<file path="src/logic/esp_pkg.sv">
// shared constants and types for the encoder switch process-data port
package esp_pkg;
  // process image layout
  localparam int ESP_IMAGE_BYTES = 6;
  localparam int ESP_IDX_W = 6;
  localparam int ESP_TABLE_DEPTH = 64;
  localparam int ESP_MAX_SWITCH_VALUES = 60;
  localparam int ESP_COUNT_ENTRIES = 4;
  localparam int ESP_CHANNELS = 4;
  localparam int ESP_NIB_W = 4;
  // control and status byte fields
  localparam int ESP_REG_BIT = 7;
  localparam int ESP_WR_BIT = 6;
  localparam int ESP_IDX_LSB = 0;
  localparam int ESP_ERR_BIT = 6;
  localparam int ESP_A_BIT = 2;
  localparam int ESP_B_BIT = 1;
  localparam int ESP_LATCH_BIT = 0;
  // enable codes per output channel nibble
  localparam logic [3:0] ESP_CODE_NONE = 4'h0;
  localparam logic [3:0] ESP_CODE_AUTO = 4'h1;
  localparam logic [3:0] ESP_CODE_HIGH = 4'h2;
  localparam logic [3:0] ESP_CODE_LOW = 4'h3;
  localparam logic [3:0] ESP_CODE_NOZZLE = 4'h7;
  // reset values
  localparam logic [7:0] ESP_BYTE_RST = 8'h00;
  localparam logic [15:0] ESP_WORD_RST = 16'h0000;
  // controller register byte offsets on the ahb-lite side
  localparam logic [7:0] ESP_OFS_CH0_CTL = 8'h00;
  localparam logic [7:0] ESP_OFS_CH0_DOUT = 8'h04;
  localparam logic [7:0] ESP_OFS_CH1_CTL = 8'h08;
  localparam logic [7:0] ESP_OFS_CH1_DOUT = 8'h0c;
  localparam logic [7:0] ESP_OFS_CH0_STAT = 8'h10;
  localparam logic [7:0] ESP_OFS_CH0_DIN = 8'h14;
  localparam logic [7:0] ESP_OFS_CH1_STAT = 8'h18;
  localparam logic [7:0] ESP_OFS_CH1_DIN = 8'h1c;
  localparam logic [1:0] ESP_HTRANS_NONSEQ = 2'h2;
  localparam logic [31:0] ESP_WORD32_RST = 32'h0000_0000;
  // per-channel output mode
  typedef enum logic [2:0] {ESP_MODE_OFF, ESP_MODE_AUTO, ESP_MODE_NOZZLE,
    ESP_MODE_HIGH, ESP_MODE_LOW} esp_mode_t;
  // decode one enable nibble; unknown codes count as no enable
  function automatic esp_mode_t esp_decode(input logic [3:0] code);
    unique case (code)
      ESP_CODE_AUTO: esp_decode = ESP_MODE_AUTO;
      ESP_CODE_NOZZLE: esp_decode = ESP_MODE_NOZZLE;
      ESP_CODE_HIGH: esp_decode = ESP_MODE_HIGH;
      ESP_CODE_LOW: esp_decode = ESP_MODE_LOW;
      default: esp_decode = ESP_MODE_OFF;
    endcase
  endfunction
endpackage

</file>
<file path="src/logic/esp_image_if.sv">
// cyclic process image exchanged between coupler and terminal
`timescale 1ns/100ps
`default_nettype none
interface esp_image_if;
  // coupler output image
  logic [7:0] ch0_ctl;
  logic [15:0] ch0_dout;
  logic [7:0] ch1_ctl;
  logic [15:0] ch1_dout;
  // coupler input image
  logic [7:0] ch0_stat;
  logic [15:0] ch0_din;
  logic [7:0] ch1_stat;
  logic [15:0] ch1_din;
  modport device (input ch0_ctl, ch0_dout, ch1_ctl, ch1_dout,
    output ch0_stat, ch0_din, ch1_stat, ch1_din);
  modport coupler (output ch0_ctl, ch0_dout, ch1_ctl, ch1_dout,
    input ch0_stat, ch0_din, ch1_stat, ch1_din);
endinterface
`default_nettype wire

</file>
<file path="src/logic/esp_chan.sv">
// one output channel: enable-code handling and pause/resume of auto switching
`timescale 1ns/100ps
`default_nettype none
module esp_chan (
  // clock and reset
  input wire logic clock,
  input wire logic rst_b,
  // enable nibble, valid only while process mode
  input wire logic [3:0] code,
  input wire logic code_valid,
  // channel state
  output logic auto_run_q,
  output logic nozzle_q,
  output logic out_level_q,
  output logic out_forced_q,
  output logic discard_q
);
  import esp_pkg::*;

  esp_mode_t mode;
  logic armed_q;

  assign mode = esp_decode(code);

  // armed survives nozzle and force codes so a later no-enable still discards; only no-enable clears it
  always_ff @(posedge clock or negedge rst_b) begin
    if (!rst_b) begin
      armed_q <= 1'b0;
      discard_q <= 1'b0;
    end else begin
      discard_q <= 1'b0;
      if (code_valid) begin
        if (mode == ESP_MODE_OFF) begin
          armed_q <= 1'b0; // RULE7
          discard_q <= armed_q; // RULE7
        end else if (mode == ESP_MODE_AUTO) begin
          armed_q <= 1'b1; // RULE8
        end
      end
    end
  end

  // run state follows the code; nozzle and force codes interrupt without disarming
  always_ff @(posedge clock or negedge rst_b) begin
    if (!rst_b) begin
      auto_run_q <= 1'b0;
      nozzle_q <= 1'b0;
      out_level_q <= 1'b0;
      out_forced_q <= 1'b0;
    end else if (code_valid) begin
      auto_run_q <= (mode == ESP_MODE_AUTO); // RULE8 RULE9
      nozzle_q <= (mode == ESP_MODE_NOZZLE); // RULE9
      out_forced_q <= (mode == ESP_MODE_HIGH) || (mode == ESP_MODE_LOW); // RULE10
      out_level_q <= (mode == ESP_MODE_HIGH); // RULE10
    end
  end
endmodule // esp_chan
`default_nettype wire

</file>
<file path="src/logic/esp_device.sv">
// terminal end: decodes the process image, holds parameters and the output table
//
// Local design decisions: the AHB-Lite slave port and the register offsets.
`timescale 1ns/100ps
`default_nettype none
// Behaviour
// RULE1: six bytes each way, two logical channels
// RULE2: channel zero: control/status byte plus word
// RULE3: control bit7 clear means plain process data
// RULE4: process status: zero MSB, error, A, B, latch
// RULE5: channel zero returns 16-bit counter value
// RULE6: enable word is four 4-bit codes
// RULE7: no-enable resets auto, discards workpiece
// RULE8: auto code runs automatic switching
// RULE9: nozzle test pauses auto, resumes afterwards
// RULE10: force codes drive static level, pause auto
// RULE11: all four nibbles share code meanings
// RULE12: channel one accesses RAM output table
// RULE13: coupler puts index bits 0-5, write bit6
// RULE14: table bit set; its fall starts evaluation
// RULE15: status echoes index, bit7 acknowledges
// RULE16: channel one returns addressed entry
// RULE17: write stores channel one word
// RULE18: coupler loads at most sixty switch values
// RULE19: entries 0-3 counts, values from index 4
// RULE20: bit7 selects register mode on channel zero
// RULE21: write done once acknowledge is seen
// RULE22: acknowledge held while table bit set
// RULE23: reads and idle words leave table unchanged
module esp_device (
  // clock and reset
  input wire logic clock,
  input wire logic rst_b,
  // process image toward the coupler
  esp_image_if.device img,
  // encoder side inputs
  input wire logic track_a,
  input wire logic track_b,
  input wire logic latch_in,
  input wire logic error_in,
  input wire logic [15:0] counter_value,
  // per-channel output state
  output logic [3:0] auto_run,
  output logic [3:0] nozzle_test,
  output logic [3:0] out_level,
  output logic [3:0] out_forced,
  output logic [3:0] workpiece_discard,
  // output table evaluation side
  output logic table_eval_start,
  output logic [5:0] count_ch_sel,
  input wire logic [5:0] eval_index,
  output logic [15:0] eval_entry
);
  import esp_pkg::*;

  // output table and parameter set as on-chip arrays
  // neither is reset: software loads an entry before it relies on reading it back
  logic [15:0] table_mem [ESP_TABLE_DEPTH];
  logic [15:0] param_mem [ESP_TABLE_DEPTH];

  // decoded command byte fields
  // all but tbl_bit_q are plain levels off the image; the coupler holds them between updates
  logic reg_mode;
  logic tbl_mode;
  logic reg_wr;
  logic tbl_wr;
  logic [5:0] reg_idx;
  logic [5:0] tbl_idx;
  logic tbl_bit_q;

  // registered image bytes toward the coupler
  logic [7:0] ch0_stat_q;
  logic [15:0] ch0_din_q;
  logic [7:0] ch1_stat_q;
  logic [15:0] ch1_din_q;

  // evaluation side state
  logic eval_q;
  logic [15:0] eval_entry_q;
  logic [5:0] count_sel_q;

  // a write needs the access bit as well as the write bit, so a stray write
  // bit in plain process mode never touches the parameters or the table
  function automatic logic ctl_write(input logic [7:0] ctl);
    ctl_write = ctl[ESP_REG_BIT] && ctl[ESP_WR_BIT];
  endfunction

  // control byte fields
  assign reg_mode = img.ch0_ctl[ESP_REG_BIT]; // RULE20
  assign tbl_mode = img.ch1_ctl[ESP_REG_BIT]; // RULE14
  assign reg_wr = ctl_write(img.ch0_ctl); // RULE20
  assign tbl_wr = ctl_write(img.ch1_ctl); // RULE13 RULE17
  assign reg_idx = img.ch0_ctl[ESP_IDX_LSB +: ESP_IDX_W];
  assign tbl_idx = img.ch1_ctl[ESP_IDX_LSB +: ESP_IDX_W]; // RULE13

  // four identical channels, one nibble each
  // codes only count in process mode: a register value must never act as enables
  for (genvar g = 0; g < ESP_CHANNELS; g++) begin : g_chan
    esp_chan u_chan (
      .clock(clock),
      .rst_b(rst_b),
      .code(img.ch0_dout[g*ESP_NIB_W +: ESP_NIB_W]), // RULE6 RULE11
      .code_valid(!reg_mode), // RULE3
      .auto_run_q(auto_run[g]),
      .nozzle_q(nozzle_test[g]),
      .out_level_q(out_level[g]),
      .out_forced_q(out_forced[g]),
      .discard_q(workpiece_discard[g])
    );
  end

  // parameter write: the data word carries a register value, not enables
  // no reset on ram: clearing all words would need a sweep that gains nothing
  always_ff @(posedge clock) begin
    if (reg_wr) begin
      param_mem[reg_idx] <= img.ch0_dout; // RULE20
    end
  end

  // table write only in table mode with write bit; reads never store
  // a held write command stores the same word each cycle, which is harmless
  always_ff @(posedge clock) begin
    if (tbl_wr) begin
      table_mem[tbl_idx] <= img.ch1_dout; // RULE12 RULE17 RULE23
    end
  end

  // channel zero status and word back to the coupler
  // both are registered, so the coupler sees each change one edge late
  always_ff @(posedge clock or negedge rst_b) begin
    if (!rst_b) begin
      ch0_stat_q <= ESP_BYTE_RST;
      ch0_din_q <= ESP_WORD_RST;
    end else if (reg_mode) begin
      // echo address and register flag as acknowledge
      // a write returns the word being stored, a read the addressed parameter
      ch0_stat_q <= img.ch0_ctl; // RULE20 RULE21
      ch0_din_q <= img.ch0_ctl[ESP_WR_BIT] ? img.ch0_dout : param_mem[reg_idx];
    end else begin
      // process mode: live input levels and the counter, one edge behind
      // clear first so the access bit and the reserved bits read zero
      ch0_stat_q <= ESP_BYTE_RST;
      ch0_stat_q[ESP_ERR_BIT] <= error_in; // RULE4
      ch0_stat_q[ESP_A_BIT] <= track_a; // RULE4
      ch0_stat_q[ESP_B_BIT] <= track_b; // RULE4
      ch0_stat_q[ESP_LATCH_BIT] <= latch_in; // RULE4
      ch0_din_q <= counter_value; // RULE5
    end
  end

  // channel one acknowledge holds while the table bit stays set
  // the acknowledge is a level, not a pulse, so a slow coupler cannot miss it
  always_ff @(posedge clock or negedge rst_b) begin
    if (!rst_b) begin
      ch1_stat_q <= ESP_BYTE_RST;
      ch1_din_q <= ESP_WORD_RST;
    end else if (tbl_mode) begin
      // bit 6 is free and reads zero, so software may compare the whole byte
      ch1_stat_q <= ESP_BYTE_RST;
      ch1_stat_q[ESP_IDX_LSB +: ESP_IDX_W] <= tbl_idx; // RULE15 RULE22
      ch1_stat_q[ESP_REG_BIT] <= 1'b1; // RULE15 RULE21 RULE22
      // a write returns the word being stored, a read the stored entry
      ch1_din_q <= img.ch1_ctl[ESP_WR_BIT] ? img.ch1_dout : table_mem[tbl_idx]; // RULE16
    end else begin
      // nothing echoed while idle, so a stale index cannot pose as an acknowledge
      ch1_stat_q <= ESP_BYTE_RST; // RULE22
      ch1_din_q <= ESP_WORD_RST; // RULE23
    end
  end

  // falling edge of the table bit starts table evaluation
  // the previous level is kept so a fall is seen whatever the spacing
  // limitation: the evaluator must accept a new start on every fall it is given
  always_ff @(posedge clock or negedge rst_b) begin
    if (!rst_b) begin
      tbl_bit_q <= 1'b0;
      eval_q <= 1'b0;
    end else begin
      tbl_bit_q <= tbl_mode;
      eval_q <= tbl_bit_q && !tbl_mode; // RULE14
    end
  end

  // evaluation read port; layout counts at 0-3 and values from index 4
  // one cycle of read latency; each channel's values follow the previous ones
  always_ff @(posedge clock or negedge rst_b) begin
    if (!rst_b) begin
      eval_entry_q <= ESP_WORD_RST;
      count_sel_q <= 6'h00;
    end else begin
      eval_entry_q <= table_mem[eval_index]; // RULE19
      count_sel_q <= 6'(ESP_COUNT_ENTRIES); // RULE19
    end
  end

  // channel zero back toward the coupler
  assign img.ch0_stat = ch0_stat_q; // RULE1 RULE2
  assign img.ch0_din = ch0_din_q; // RULE2

  // channel one back toward the coupler
  assign img.ch1_stat = ch1_stat_q; // RULE15
  assign img.ch1_din = ch1_din_q; // RULE16

  // evaluation side, all straight from flip-flops
  assign table_eval_start = eval_q; // RULE14
  assign eval_entry = eval_entry_q;
  assign count_ch_sel = count_sel_q; // RULE19
endmodule // esp_device
`default_nettype wire

</file>
<file path="src/flat_wrapper.sv">
// flat-port wrapper written by rule: the top's interface ports become plain ports
module esp_device_flat import esp_pkg::*;
  (clock, rst_b, track_a, track_b, latch_in, error_in, counter_value, auto_run, nozzle_test, out_level, out_forced, workpiece_discard, table_eval_start, count_ch_sel, eval_index, eval_entry, img_ch0_ctl, img_ch0_dout, img_ch1_ctl, img_ch1_dout, img_ch0_stat, img_ch0_din, img_ch1_stat, img_ch1_din);
  esp_image_if img_i ();
  input wire logic clock;
  input wire logic rst_b;
  input wire logic track_a;
  input wire logic track_b;
  input wire logic latch_in;
  input wire logic error_in;
  input wire logic [15:0] counter_value;
  output logic [3:0] auto_run;
  output logic [3:0] nozzle_test;
  output logic [3:0] out_level;
  output logic [3:0] out_forced;
  output logic [3:0] workpiece_discard;
  output logic table_eval_start;
  output logic [5:0] count_ch_sel;
  input wire logic [5:0] eval_index;
  output logic [15:0] eval_entry;
  input wire logic [$bits(img_i.ch0_ctl)-1:0] img_ch0_ctl;
  input wire logic [$bits(img_i.ch0_dout)-1:0] img_ch0_dout;
  input wire logic [$bits(img_i.ch1_ctl)-1:0] img_ch1_ctl;
  input wire logic [$bits(img_i.ch1_dout)-1:0] img_ch1_dout;
  output wire logic [$bits(img_i.ch0_stat)-1:0] img_ch0_stat;
  output wire logic [$bits(img_i.ch0_din)-1:0] img_ch0_din;
  output wire logic [$bits(img_i.ch1_stat)-1:0] img_ch1_stat;
  output wire logic [$bits(img_i.ch1_din)-1:0] img_ch1_din;
  assign img_i.ch0_ctl = img_ch0_ctl;
  assign img_i.ch0_dout = img_ch0_dout;
  assign img_i.ch1_ctl = img_ch1_ctl;
  assign img_i.ch1_dout = img_ch1_dout;
  assign img_ch0_stat = img_i.ch0_stat;
  assign img_ch0_din = img_i.ch0_din;
  assign img_ch1_stat = img_i.ch1_stat;
  assign img_ch1_din = img_i.ch1_din;
  esp_device u_core (.clock(clock), .rst_b(rst_b), .img(img_i), .track_a(track_a), .track_b(track_b), .latch_in(latch_in), .error_in(error_in), .counter_value(counter_value), .auto_run(auto_run), .nozzle_test(nozzle_test), .out_level(out_level), .out_forced(out_forced), .workpiece_discard(workpiece_discard), .table_eval_start(table_eval_start), .count_ch_sel(count_ch_sel), .eval_index(eval_index), .eval_entry(eval_entry));
endmodule
</file>
<file path="config.mk">
export PLATFORM = sky130hd
export DESIGN_NAME = esp_device_flat
export DESIGN_NICKNAME = d
export VERILOG_FILES = /design/src/logic/esp_pkg.sv /design/src/logic/esp_image_if.sv /design/src/logic/esp_chan.sv /design/src/logic/esp_device.sv /design/src/flat_wrapper.sv
export SDC_FILE = /design/constraint.sdc
export NUM_CORES = 2
export LEC_CHECK = 0
export BUFFER_PORTS_ARGS = -buffer_cell sky130_fd_sc_hd__buf_2
export CORE_ASPECT_RATIO = 1.1
export CORE_UTILIZATION = 35
export DETAILED_ROUTE_END_ITERATION = 7
export PLACE_DENSITY_LB_ADDON = 0.12
export SYNTH_ARGS = -nofsm -noshare
export SYNTH_HDL_FRONTEND = slang
export SYNTH_SLANG_ARGS = --single-unit
</file>
<file path="constraint.sdc">
create_clock -name clock -period 2 [get_ports clock]
set_input_delay 0.2 -clock clock [delete_from_list [all_inputs] [get_ports clock]]
set_output_delay 0.2 -clock clock [all_outputs]
set_load 0.01 [all_outputs]
</file>
==> qor.txt <==
Area growth syn-to-layout = 31.8%
sequential share of the synthesized area = 70.4%
largest family of logic cells by synthesized area = multiplexers
CTS buffer count = 236
CP max stage delay = 0.65 ns
status = complete, but fails checks
critical path data required time = 2.72 ns
Avg Inst Size Synth = 18.1 sq um
Top cell by count, worst path = mux4_2
post-route minimum period = 2.26 ns
vias in the first global route = 59800
I/O Pins = 167
count of final hold-check violations = 0
top_reg_cell synth = edfxtp_1
CP Buf/Inv Count = 0
pin count of the biggest net entering global routing = 57
worst r2r path cells = 4
Post-synth ARST share = 4.16%
root buf cell = clkbuf_16
xor and xnor area share after synthesis = 0%
row count = 195
area share of fa/ha/maj cells after synthesis = 0%
initial DRC count = 6319
Post-synth EDFFs = 2048
drt first pass iters = 5
vias = 59100
failing checks = negative setup slack
Placed Instances = 9591
Max stage delay cell, worst path = mux4_2
Netlist cell types = 73
Worst R2R Setup Slack = -0.26 ns
worst setup margin = -0.261 ns
CP cell instances = mux4_2 -> mux4_2 -> mux2i_4 -> o21ai_1
VDD IR max = 0.741 mV
Worst-Margin Slew = 1.01 ns
fin nets = 6560
Initial Util = 35.2%
Clock Tree Buf Depth = 4
final WL = 369000 microns
critical path class = flop to flop
worst min path class = primary input to flop
max_cap viols = 0
vias per cell = 5.80
# port buffers = 160
routability congestion estimate from global placement = 0.936
Setup TNS Final = -2.99 ns
Syn Inst Count = 5007
worst hold slack = 0.107 ns
CP startpoint kind = flop
static leakage = 40.4 nW
later-pin clock latency in the skew report = 0.94 ns
Placeable Area = 257000 sq um
post-route insts no fill = 10200
commonest cells after routing, fill and taps aside = 2048 x edfxtp_1, 1082 x buf_4, 484 x mux4_2
hpwl dp = 259000 microns
RSZ-0062 raised after global routing = yes
Setup Viol. Count Final = 29
Worst Setup End Kind = flop
Worst Skew = 0.101 ns
Crit Reg-Reg Endpoint = u_core.eval_entry[14]$_DFF_PN0_
period utilization = 113%
final core utilization = 46.4%
mux share of post-synthesis cell area = 16.3%
fin. max-slew vios = 0
initial antenna violation count = 28
Congestion Overflow GR = 0
synthesized area = 90500 sq um
Crit path depth = 4
GRT Overall Usage = 28.0%
WL/cell = 36.2 microns
first-pass GRT wire length = 503000 microns
crit-path max FO = 2
clk slew on worst S/H paths = 0.06 ns
H-tree levels = 4
PD cells = 864 nW/um^2
CTS tree = built
Detail Route Antenna Nets = 0
crit path from = u_core.table_mem[12][14]$_DFFE_PP_
layout cell share with drive strength beyond 1 = 43.9%
DIE AREA = 261000 sq um
Worst Path Arrival = 2.98 ns
fmax = 442 MHz
Crit Reg-Reg Startpoint = u_core.table_mem[12][14]$_DFFE_PP_
Max-slew headroom = 32.5%
Clock Sinks = 2137
compound-gate portion of the synthesized area = 8.20%
Post-route DRC = 0
total power = 0.103 W
warnings from Yosys = 0
Worst Setup EP = u_core.eval_entry[14]$_DFF_PN0_
Die Y = 535 microns
most common cell after layout, fill and taps aside = edfxtp_1
Simple-Gate Fraction of Synth Area = 2.84%
CP delay by family, top = multiplexers
#FFs+latches synth = 2137
DIE WIDTH = 487 microns
==> power by group <==
part / internal, W / switching [W] / total (W)
registers: 0.0493 / 0.000356 / 0.0497
clock network: 0.0245 / 0.0186 / 0.0431
logic: 0.00417 / 0.00608 / 0.0102
total: 0.0780 / 0.0251 / 0.103
==> flip-flops by register name, indices dropped and copies added, names as in the netlist <==
name and cells:
u_core.img.ch1_din 16, u_core.g_chan.u_chan.out_forced_q 4, u_core.param_mem 1024, u_core.table_eval_start 1, u_core.img.ch1_stat 6, u_core.g_chan.u_chan.discard_q 4, u_core.count_ch_sel 1, u_core.g_chan.u_chan.out_level_q 4
u_core.img.ch0_din 16, u_core.table_mem 1024, u_core.g_chan.u_chan.auto_run_q 4, u_core.img.ch0_stat 8, u_core.g_chan.u_chan.armed_q 4, u_core.eval_entry 16, u_core.tbl_bit_q 1, u_core.g_chan.u_chan.nozzle_q 4
==> area by class of cell <==
cell class / count / area [sq um]
antenna: 62 / 155
inverter: 18 / 75.1
fill: 22100 / 138000
clock buffer: 265 / 6080
clock inverter: 167 / 1470
timing repair buffer: 1652 / 16400
multi-input combinational: 2439 / 27100
tap: 3447 / 4310
sequential: 2137 / 63700
==> kinds of logic after synthesis <==
family | Yosys count
mux | 844
other cells | 2
simple gates | 568
buf+inv | 436
compound gates | 1020
flops | 2137
==> worst min-delay path: cells and delay by family <==
kind	cells	cell delay, ns
AO/OA/AOI/OAI	2	0.25
buffers and inverters	1	0.27
AND/OR/NAND/NOR	1	0.20
==> timing repair <==
item | 4_1_cts | 5_1_grt
hold buffers | 88 | 0
pin swaps | 41 | 25
hold endpoints to repair | 1212 | 0
gates resized for setup | 161 | 59
endpoints found under the setup margin | 50 | 42
setup buffers | 11 | 9
==> cells in the mapped netlist (all sizes together), types with 34 or more instances <==
library cell	count	share of area (%)
a221o	34	0.38
nand2	156	0.65
o22ai	105	0.73
a21oi	128	0.71
a22o	41	0.40
mux2	194	2.4
mux4	484	12
mux2i	166	1.8
a22oi	153	1.3
edfxtp	2048	68
nor2	234	0.97
buf	220	1.4
dfrtp	89	2.5
a221oi	242	2.3
nand3	37	0.20
o21ai	143	0.79
clkbuf	198	0.82
==> layer usage <==
layer / global-route usage, % / vias to the layer above / routed length, microns
met4: 16.8 / 12 / 25100
met1: 34.6 / 31600 / 142000
met2: 46.8 / 2623 / 180000
li1: - / 24100 / -
met5: 0 / - / 85
met3: 3.64 / 701 / 21900
==> worst min path at each step <==
stage / from / endpoint / slack, ns / depth (start not counted)
floorplan: rst_b / u_core.count_ch_sel[2]$_DFF_PN0_ / -0.1 / 0
global placement: rst_b / u_core.count_ch_sel[2]$_DFF_PN0_ / 0.17 / 1
detailed placement: rst_b / u_core.count_ch_sel[2]$_DFF_PN0_ / 0.17 / 1
CTS: img_ch0_ctl[2] / u_core.img.ch0_din[5]$_DFF_PN0_ / 0.03 / 4
global route: img_ch1_ctl[1] / u_core.img.ch1_stat[1]$_DFF_PN0_ / 0.11 / 4
finish: img_ch0_ctl[2] / u_core.img.ch0_din[5]$_DFF_PN0_ / 0.11 / 4
==> per-stage QoR <==
stage / setup slack [ns] / instance area [sq um]
after global routing: -0.277 / 119000
after global placement: -1.46 / 110000
after detailed placement: -1.43 / 110000
final: -0.261 / 119000
after floorplan: -0.101 / 91900
after CTS: -0.292 / 119000
No activity file was read; power rests on OpenSTA's default activity.
